<file path="config.mk">
export PLATFORM = sky130hd
export DESIGN_NAME = mss_selector
export DESIGN_NICKNAME = d
export VERILOG_FILES = /design/src/mss_pkg.sv /design/src/mss_selector.sv
export VERILOG_INCLUDE_DIRS = /design/src
export SDC_FILE = /design/constraint.sdc
export NUM_CORES = 2
export LEC_CHECK = 0
export ABC_AREA = 1
export BUFFER_PORTS_ARGS = -buffer_cell sky130_fd_sc_hd__buf_2
export CORE_ASPECT_RATIO = 0.75
export CORE_MARGIN = 5
export CORE_UTILIZATION = 50
export CTS_CLUSTER_DIAMETER = 120
export DETAILED_ROUTE_END_ITERATION = 12
export GPL_ROUTABILITY_DRIVEN = 1
export PLACE_DENSITY = 0.68
export SYNTH_ARGS = -nofsm -noshare
export SYNTH_HDL_FRONTEND = slang
export SYNTH_SLANG_ARGS = --single-unit
</file>
<file path="constraint.sdc">
create_clock -name mclk -period 4.3 [get_ports mclk]
set_input_delay 0.215 -clock mclk [delete_from_list [all_inputs] [get_ports mclk]]
set_output_delay 0.215 -clock mclk [all_outputs]
set_load 0.02 [all_outputs]
</file>
<file path="src/mss_params.svh">
// Offsets, field positions, reset values and timing counts of the motor set selector
`ifndef MSS_PARAMS_SVH
`define MSS_PARAMS_SVH

// Register byte addresses
`define MSS_ADDR_MODE      8'h00
`define MSS_ADDR_STATUS    8'h04
`define MSS_ADDR_FUNC_EN   8'h08
`define MSS_ADDR_SW_MASK   8'h0C
`define MSS_ADDR_IN_BASE   8'h20
`define MSS_ADDR_OUT_BASE  8'h48
`define MSS_ADDR_TI_BASE   8'h70
`define MSS_ADDR_PAR_BASE  8'h80

// Status field positions
`define MSS_ST_SET_LSB     0
`define MSS_ST_PEND_BIT    2
`define MSS_ST_RUN_BIT     3
`define MSS_ST_CMD_LSB     4

// Terminal function codes
`define MSS_FC_SEL_TWO     8'h0C
`define MSS_FC_SEL_THREE   8'h24
`define MSS_FC_SEL_FOUR    8'h25
`define MSS_FC_OUT_ONE     8'h30
`define MSS_FC_OUT_TWO     8'h31
`define MSS_FC_OUT_THREE   8'h32
`define MSS_FC_OUT_FOUR    8'h33

// Mode values
`define MSS_MODE_MOTOR     1'b0
`define MSS_MODE_PARAM     1'b1

// Reset values
`define MSS_RST_MODE       3'h0
`define MSS_RST_FUNC_EN    8'h00
`define MSS_RST_SW_MASK    8'h00
`define MSS_RST_CODE       8'h00
`define MSS_RST_TI         14'h0064
`define MSS_RST_PAR        16'h0000

// Integral time limits in 1 ms units
`define MSS_TI_MIN         14'h0001
`define MSS_TI_MAX         14'h270F
`define MSS_TI_DISABLE     14'h03E7

// Select settle time owed by the controller
`define MSS_SETTLE_US      2000
`define MSS_CLK_MHZ        125
`define MSS_SETTLE_CYC     (`MSS_SETTLE_US * `MSS_CLK_MHZ)

`endif

</file>
<file path="src/mss_pkg.sv">
// Types shared by the motor set selector
package mss_pkg;

   typedef enum logic [1:0]
   {
      MSS_SET_ONE,
      MSS_SET_TWO,
      MSS_SET_THREE,
      MSS_SET_FOUR
   } mss_set_t;

endpackage

</file>
<file path="src/mss_selector.sv">
// Motor parameter set selector: terminal decode, change gating, parameter swap
//
// Behaviour
// - Set-two command wins over three and four
// - Set-three command wins over four
// - Four alone selects four; none selects one
// - Exactly one selected indication is asserted
// - Input terminals take select codes 12/36/37
// - Output terminals take indication codes 48-51
// - Motor switch swaps the whole parameter group
// - Mode 0 changes only while stopped
// - Mode 1 changes even while running when the other end is set one or also mode 1
// - Parameter switch swaps only marked parameters
// - Set-one-only functions ignored for sets 2-4
// - Integral time 1-9999 ms, 999 disables
// - Sets two to four own a mode bit
`timescale 1ns/1ps
`include "mss_params.svh"

module mss_selector
   import mss_pkg::*;
#(
   parameter int N_IN = 9,
   parameter int N_OUT = 8,
   parameter int N_RUN = 2,
   parameter int N_PAR = 8,
   parameter int PAR_W = 16,
   parameter int SETTLE_CYC = `MSS_SETTLE_CYC
)
(
   input wire logic mclk,
   input wire logic srst,
   input wire logic [N_IN-1:0] term_in,
   input wire logic [N_RUN-1:0] run_cmd_in,
   output logic [N_OUT-1:0] term_out,
   output logic set_one_selected_out,
   output logic set_two_selected_out,
   output logic set_three_selected_out,
   output logic set_four_selected_out,
   output logic [N_PAR*PAR_W-1:0] active_par_out,
   output logic [7:0] func_en_out,
   output logic [13:0] speed_regulator_ti_out,
   output logic speed_regulator_i_en_out,
   input wire logic [7:0] reg_addr,
   input wire logic [31:0] reg_wdata,
   input wire logic reg_wr,
   input wire logic reg_rd,
   output logic [31:0] reg_rdata
);

   // ****************************************
   // Pin synchronisers
   // ****************************************
   logic [N_IN-1:0] term_meta_q;
   logic [N_IN-1:0] term_sync_q;
   logic [N_RUN-1:0] run_meta_q;
   logic [N_RUN-1:0] run_sync_q;

   always_ff @(posedge mclk)
   begin
      term_meta_q <= term_in;
      term_sync_q <= term_meta_q;
      run_meta_q <= run_cmd_in;
      run_sync_q <= run_meta_q;
   end

   // ****************************************
   // Software registers
   // ****************************************
   logic [2:0] mode_q;
   logic [7:0] func_en_q;
   logic [N_PAR-1:0] sw_mask_q;
   logic [7:0] in_code_q [N_IN];
   logic [7:0] out_code_q [N_OUT];
   logic [13:0] ti_q [4];
   logic [PAR_W-1:0] par_q [4][N_PAR];
   mss_set_t set_q;
   logic pending;
   logic running;
   logic [2:0] cmd;

   always_ff @(posedge mclk)
   begin
      if (srst)
      begin
         mode_q <= `MSS_RST_MODE;
         func_en_q <= `MSS_RST_FUNC_EN;
         sw_mask_q <= N_PAR'(`MSS_RST_SW_MASK);
      end
      else if (reg_wr)
      begin
         if (reg_addr == `MSS_ADDR_MODE)
         begin
            mode_q <= reg_wdata[2:0];
         end
         if (reg_addr == `MSS_ADDR_FUNC_EN)
         begin
            func_en_q <= reg_wdata[7:0];
         end
         if (reg_addr == `MSS_ADDR_SW_MASK)
         begin
            sw_mask_q <= reg_wdata[N_PAR-1:0];
         end
      end
   end

   genvar gi;
   genvar gs;

   generate
      for (gi = 0; gi < N_IN; gi++)
      begin : g_in_code
         always_ff @(posedge mclk)
         begin
            if (srst)
            begin
               in_code_q[gi] <= `MSS_RST_CODE;
            end
            else if (reg_wr && reg_addr == 8'(`MSS_ADDR_IN_BASE + 4 * gi))
            begin
               in_code_q[gi] <= reg_wdata[7:0];
            end
         end
      end
   endgenerate

   generate
      for (gi = 0; gi < N_OUT; gi++)
      begin : g_out_code
         always_ff @(posedge mclk)
         begin
            if (srst)
            begin
               out_code_q[gi] <= `MSS_RST_CODE;
            end
            else if (reg_wr && reg_addr == 8'(`MSS_ADDR_OUT_BASE + 4 * gi))
            begin
               out_code_q[gi] <= reg_wdata[7:0];
            end
         end
      end
   endgenerate

   // Integral time per set, out-of-range writes dropped to keep the old value
   generate
      for (gs = 0; gs < 4; gs++)
      begin : g_ti
         always_ff @(posedge mclk)
         begin
            if (srst)
            begin
               ti_q[gs] <= `MSS_RST_TI;
            end
            else if (reg_wr && reg_addr == 8'(`MSS_ADDR_TI_BASE + 4 * gs)
                     && reg_wdata[31:14] == 18'h0_0000
                     && reg_wdata[13:0] >= `MSS_TI_MIN && reg_wdata[13:0] <= `MSS_TI_MAX)
            begin
               ti_q[gs] <= reg_wdata[13:0];
            end
         end
      end
   endgenerate

   // Per-set parameter storage
   generate
      for (gs = 0; gs < 4; gs++)
      begin : g_par_set
         for (gi = 0; gi < N_PAR; gi++)
         begin : g_par
            always_ff @(posedge mclk)
            begin
               if (srst)
               begin
                  par_q[gs][gi] <= PAR_W'(`MSS_RST_PAR);
               end
               else if (reg_wr && reg_addr == 8'(`MSS_ADDR_PAR_BASE + 4 * (gs * N_PAR + gi)))
               begin
                  par_q[gs][gi] <= reg_wdata[PAR_W-1:0];
               end
            end
         end
      end
   endgenerate

   // ****************************************
   // Command decode
   // ****************************************
   logic [N_IN-1:0] hit_two;
   logic [N_IN-1:0] hit_three;
   logic [N_IN-1:0] hit_four;
   logic select_set_two_cmd;
   logic select_set_three_cmd;
   logic select_set_four_cmd;
   mss_set_t req_set;

   generate
      for (gi = 0; gi < N_IN; gi++)
      begin : g_hit
         assign hit_two[gi] = term_sync_q[gi] && in_code_q[gi] == `MSS_FC_SEL_TWO;
         assign hit_three[gi] = term_sync_q[gi] && in_code_q[gi] == `MSS_FC_SEL_THREE;
         assign hit_four[gi] = term_sync_q[gi] && in_code_q[gi] == `MSS_FC_SEL_FOUR;
      end
   endgenerate

   assign select_set_two_cmd = |hit_two;
   assign select_set_three_cmd = |hit_three;
   assign select_set_four_cmd = |hit_four;
   assign cmd = {select_set_four_cmd, select_set_three_cmd, select_set_two_cmd};
   assign running = |run_sync_q;

   always_comb
   begin
      if (select_set_two_cmd)
      begin
         req_set = MSS_SET_TWO;
      end
      else if (select_set_three_cmd)
      begin
         req_set = MSS_SET_THREE;
      end
      else if (select_set_four_cmd)
      begin
         req_set = MSS_SET_FOUR;
      end
      else
      begin
         req_set = MSS_SET_ONE;
      end
   end

   // ****************************************
   // Change gating
   // ****************************************
   // Set one has no mode bit and never blocks a running change by itself
   function automatic logic is_param_mode(input mss_set_t s, input logic [2:0] m);
      logic r;
      r = `MSS_MODE_PARAM;
      case (s)
         MSS_SET_TWO: r = m[0];
         MSS_SET_THREE: r = m[1];
         MSS_SET_FOUR: r = m[2];
         default: r = `MSS_MODE_PARAM;
      endcase
      return r;
   endfunction

   logic run_ok;
   logic change_ok;

   // both ends in parameter mode may change while running
   assign run_ok = is_param_mode(req_set, mode_q) && is_param_mode(set_q, mode_q);
   assign change_ok = !running || run_ok;
   // held request stays visible as pending
   assign pending = req_set != set_q;

   // request re-evaluated each cycle, applied once stopped or while both ends are in parameter mode
   always_ff @(posedge mclk)
   begin
      if (srst)
      begin
         set_q <= MSS_SET_ONE;
      end
      else if (pending && change_ok)
      begin
         set_q <= req_set;
      end
   end

   // ****************************************
   // Outputs
   // ****************************************
   logic [N_PAR*PAR_W-1:0] active_par_d;
   logic [3:0] sel_onehot;
   logic set_param_mode;

   assign set_param_mode = set_q != MSS_SET_ONE && is_param_mode(set_q, mode_q);

   generate
      for (gi = 0; gi < N_PAR; gi++)
      begin : g_active
         // in parameter mode, unmarked parameters stay at set one
         assign active_par_d[gi*PAR_W +: PAR_W] = (set_param_mode && !sw_mask_q[gi])
            ? par_q[0][gi] : par_q[set_q][gi];
      end
   endgenerate

   // one-hot indication from the selected set
   always_comb
   begin
      sel_onehot = 4'h0;
      sel_onehot[set_q] = 1'b1;
   end

   always_ff @(posedge mclk)
   begin
      if (srst)
      begin
         active_par_out <= '0;
         set_one_selected_out <= 1'b1;
         set_two_selected_out <= 1'b0;
         set_three_selected_out <= 1'b0;
         set_four_selected_out <= 1'b0;
         func_en_out <= 8'h00;
         speed_regulator_ti_out <= `MSS_RST_TI;
         speed_regulator_i_en_out <= 1'b1;
      end
      else
      begin
         active_par_out <= active_par_d;
         set_one_selected_out <= sel_onehot[0];
         set_two_selected_out <= sel_onehot[1];
         set_three_selected_out <= sel_onehot[2];
         set_four_selected_out <= sel_onehot[3];
         func_en_out <= (set_q == MSS_SET_ONE) ? func_en_q : 8'h00;
         speed_regulator_ti_out <= ti_q[set_q];
         speed_regulator_i_en_out <= ti_q[set_q] != `MSS_TI_DISABLE;
      end
   end

   // output terminal follows its indication code
   generate
      for (gi = 0; gi < N_OUT; gi++)
      begin : g_term_out
         always_ff @(posedge mclk)
         begin
            if (srst)
            begin
               term_out[gi] <= 1'b0;
            end
            else
            begin
               case (out_code_q[gi])
                  `MSS_FC_OUT_ONE: term_out[gi] <= sel_onehot[0];
                  `MSS_FC_OUT_TWO: term_out[gi] <= sel_onehot[1];
                  `MSS_FC_OUT_THREE: term_out[gi] <= sel_onehot[2];
                  `MSS_FC_OUT_FOUR: term_out[gi] <= sel_onehot[3];
                  default: term_out[gi] <= 1'b0;
               endcase
            end
         end
      end
   endgenerate

   // ****************************************
   // Read port
   // ****************************************
   logic [31:0] rd_d;

   always_comb
   begin
      rd_d = 32'h0000_0000;
      if (reg_addr == `MSS_ADDR_MODE)
      begin
         rd_d[2:0] = mode_q;
      end
      if (reg_addr == `MSS_ADDR_STATUS)
      begin
         rd_d[`MSS_ST_SET_LSB +: 2] = set_q;
         rd_d[`MSS_ST_PEND_BIT] = pending;
         rd_d[`MSS_ST_RUN_BIT] = running;
         rd_d[`MSS_ST_CMD_LSB +: 3] = cmd;
      end
      if (reg_addr == `MSS_ADDR_FUNC_EN)
      begin
         rd_d[7:0] = func_en_q;
      end
      if (reg_addr == `MSS_ADDR_SW_MASK)
      begin
         rd_d[N_PAR-1:0] = sw_mask_q;
      end
      for (int i = 0; i < N_IN; i++)
      begin
         if (reg_addr == 8'(`MSS_ADDR_IN_BASE + 4 * i))
         begin
            rd_d[7:0] = in_code_q[i];
         end
      end
      for (int i = 0; i < N_OUT; i++)
      begin
         if (reg_addr == 8'(`MSS_ADDR_OUT_BASE + 4 * i))
         begin
            rd_d[7:0] = out_code_q[i];
         end
      end
      for (int s = 0; s < 4; s++)
      begin
         if (reg_addr == 8'(`MSS_ADDR_TI_BASE + 4 * s))
         begin
            rd_d[13:0] = ti_q[s];
         end
         for (int i = 0; i < N_PAR; i++)
         begin
            if (reg_addr == 8'(`MSS_ADDR_PAR_BASE + 4 * (s * N_PAR + i)))
            begin
               rd_d[PAR_W-1:0] = par_q[s][i];
            end
         end
      end
   end

   // Unmapped or idle reads return zero
   always_ff @(posedge mclk)
   begin
      if (srst)
      begin
         reg_rdata <= 32'h0000_0000;
      end
      else
      begin
         reg_rdata <= reg_rd ? rd_d : 32'h0000_0000;
      end
   end

endmodule

</file>
==> metrics.txt <==
outcome finished with violations; failing checks max-capacitance violations, max-slew violations, negative setup slack; PortBufs between 200 and 250; power density over cell area between 400 and 500 mW/mm²; DRT Wirelength 206 mm; maximum vdd drop 0.342 mV; Post-Syn Instances about 4.8k; type of the worst min-delay path in2reg; hpwl dp 148 mm; Fin. Hold Viols 0; Die H 263 µm; Die W 347 µm; Post-Synth XOR/XNOR Area 0.247%; min Tclk post-route 6.10 ns; vias per cell 6.36; Design Area, Final 0.0519 mm²; gr usage total a little over two fifths; Starting Density roughly half; CTS HTree Levels 3; critical path launch point in_code_q[8][2]; drt first pass iters 7; Avg WL per Cell 31.8 µm; Synth Area in Compound Gates 10.8%; sequential area share after synthesis 60.3%; worst reg2reg startpoint in_code_q[8][2]; Critical Path End Type flop; final worst-path cycle share 142%; core outline area between 0.08 and 0.09 mm²; post-synth top area cell edfxtp_1; DIE AREA ~0.09 mm²; Leak Pwr approximately 21 nW; share of cells above drive strength 1 21.5%; simple-gate share of the synthesized area 22.1%; Max Freq 164 MHz; crit-path max FO 4; clock skew after layout 0.0267 ns; GRT overflow 0; max cap viols 1; largest net degree at the start of global routing 170; synthesis-stage register bit count 928; Reg2Reg Capture Point reg_rdata[2]; R2R cell count 45; clock slew at reported path FFs roughly 0.07 ns; Sum Neg Setup Slack -10.45 ns; Max-slew headroom -6.17%; main combinational cell family by area after synthesis simple AND/OR/NAND/NOR gates; Clock Tree Root clkbuf_16; CP required 4.87 ns; Post-synth EDFFs approximately 700; Placer Congestion around 1.1; vias in the first global route around 38k; Pwr Total 25.0 mW; Most used DFF post-synth edfxtp_1; RSZ-0062 raised after global routing true; proportion of synthesized area in mux cells 0.0235%; IO Pins 250; via count roughly 41k; first-pass GRT wire length 281 mm; top cell type's share of synthesized area 49.7%; row count 92; ys async rst share 0%; post-synth cell types 59; total CTS buffers 91; Slowest-stage cell, CP edfxtp_1; kind of start point of the critical path flop; Clock Tree Buf Depth 3; Slew @ Worst Pin 1.58 ns; Area growth, synth to finish 22.1%; Largest stage delay, worst path 0.40 ns; final core utilization 61.7%; post-route ant nets 0; Placement Cell Area 0.0475 mm²; # setup viols final 9; worst setup path end reg_rdata[2]; final net count 5321; CTS tree done; Synth Cell Area around 0.043 mm²; average cell area after synthesis 8.94 µm²; clock latency at the later pin of the worst-skew pair 0.68 ns; Initial DRC Count 8076; WS Path Type reg2reg; Clock Sinks 928; synth top area cells edfxtp_1, dfxtp_1, nor2_1, nand2_1, o21ai_0; Crit path arrival time between 6 and 7 ns; Final Max Tran Viols 2; DRC 0; CP most frequent cell nand2_2; initial antenna violation count 4; R2R Setup Slk -1.80 ns; adder-cell share of the synthesized area 0%; final worst-path setup slack -1.80 ns; Setup WS pre-CTS -2.50 ns; yosys warns 0
## where the power goes
part,switching (mW),leakage [nW],internal (mW)
registers,0.515,8.55,10.5
clock network,3.67,1.51,4.63
logic,4.36,11.2,1.34
## per-stage QoR
stage / hold WS [ns] / std cells
6_report: 0.0187 / 6477
3_5_place_dp: 0.316 / 6277
5_1_grt: 0.0202 / 6470
4_1_cts: 0.00136 / 6467
3_3_place_gp: 0.313 / 6277
2_1_floorplan: 0.243 / 4768
## synthesized netlist by cell type (9+ instances only)
master,n
nor2_1,1109
nand2_1,755
edfxtp_1,704
inv_1,373
o21ai_0,362
clkbuf_1,281
a21oi_1,264
dfxtp_1,224
nand3_1,178
nand4_1,122
nor3_1,49
a31oi_1,41
a221oi_1,31
o22ai_1,23
inv_2,21
o31ai_1,18
or2_2,17
buf_4,16
o2111ai_1,16
buf_1,13
xor2_1,12
o211ai_1,10
o21ai_1,10
a211oi_1,9
nor4_1,9
o221a_2,9
## worst min-delay path by stage
| stage | start | to | slack, ns | cells past startpoint |
|---|---|---|---|---|
| 3_3_place_gp | run_meta_q[1] | run_sync_q[1] | 0.31 | 0 |
| 4_1_cts | reg_wdata[4] | par_q[2][4] | 0.001 | 3 |
| 6_report | reg_wdata[4] | par_q[2][4] | 0.02 | 3 |
| 5_1_grt | reg_wdata[4] | par_q[2][36] | 0.02 | 3 |
| 2_1_floorplan | run_cmd_in[0] | run_meta_q[0] | 0.24 | 0 |
| 3_5_place_dp | term_meta_q[8] | term_sync_q[8] | 0.32 | 0 |
## timing repair
item | in CTS | in global routing
gates cloned | 0 | 0
setup endpoints to repair | 14 | 16
resized for setup | 190 | 103
pin swaps | 107 | 137
setup buffers | 10 | 10
endpoints found under the hold margin | 42 | 0
hold buffers | 17 | 0
## cell type report
class | instances | area (µm²)
fillers | 7306 | 32200
flip-flops and latches | 928 | 25600
multi-input cells | 3123 | 15300
repair buffers | 720 | 5000
clock buffers | 134 | 2740
inverters | 402 | 1540
well taps | 1128 | 1410
clock inverters | 35 | 292
diodes | 7 | 17.5
## critical path: cells and delay by family, from the launching register on
family,cells,cell delay [ns]
buffers and inverters,2,0.18
and+or+nand+nor,43,5.41
DFF,1,0.40
## cell families after synthesis
group	count (synthesis)
multiplexers	1
AND/OR/NAND/NOR	2276
other	1
AO/OA/AOI/OAI	818
flip-flops	928
buffers and inverters	717
XOR/XNOR	12
## routing by layer
| metal | wire length [µm] | global-route usage, % | part of all wire, % |
|---|---|---|---|
| met3 | 40300 | 23.3 | 20 |
| met2 | 76000 | 54.6 | 37 |
| met1 | 80300 | 63.1 | 39 |
| met5 | 23 | 0 | 0.011 |
| met4 | 9340 | 14.1 | 4.5 |
## layout by cell type, fill, tap and decap left out, drive strengths merged, types with 2 or more instances in the layout
cell type,synthesis,final
nor3,51,51
bufinv,0,3
o211ai,10,10
a32oi,3,3
a22o,3,3
a21oi,265,265
diode,0,7
or2,18,18
nand2,764,764
o22ai,23,23
buf,34,703
or4,2,2
a41oi,2,2
nand3,180,180
nor2,1124,1124
o21ai,372,372
o221a,9,9
dlygate4sd3,0,17
o31ai,18,18
a32o,2,2
inv,395,405
nand3b,3,3
xor2,12,12
a211oi,9,9
o2111ai,16,16
nor4,10,10
clkinv,7,28
o32ai,2,2
a221oi,31,31
clkbuf,281,134
edfxtp,704,704
conb,1,16
dfxtp,224,224
nand4,122,122
a2111oi,6,6
a31oi,41,41
## registers in the layout, indices dropped and copies added, names as in the netlist, 2 cells and up, named ones only
register	cells
func_en_q	8
out_code_q	64
mode_q	3
sw_mask_q	8
par_q	512
run_meta_q	2
in_code_q	72
func_en_out	8
term_sync_q	9
active_par_out	128
run_sync_q	2
reg_rdata	16
term_out	8
set_q	2
speed_regulator_ti_out	14
ti_q	56
term_meta_q	9
Power figures use the tool's default switching activity.
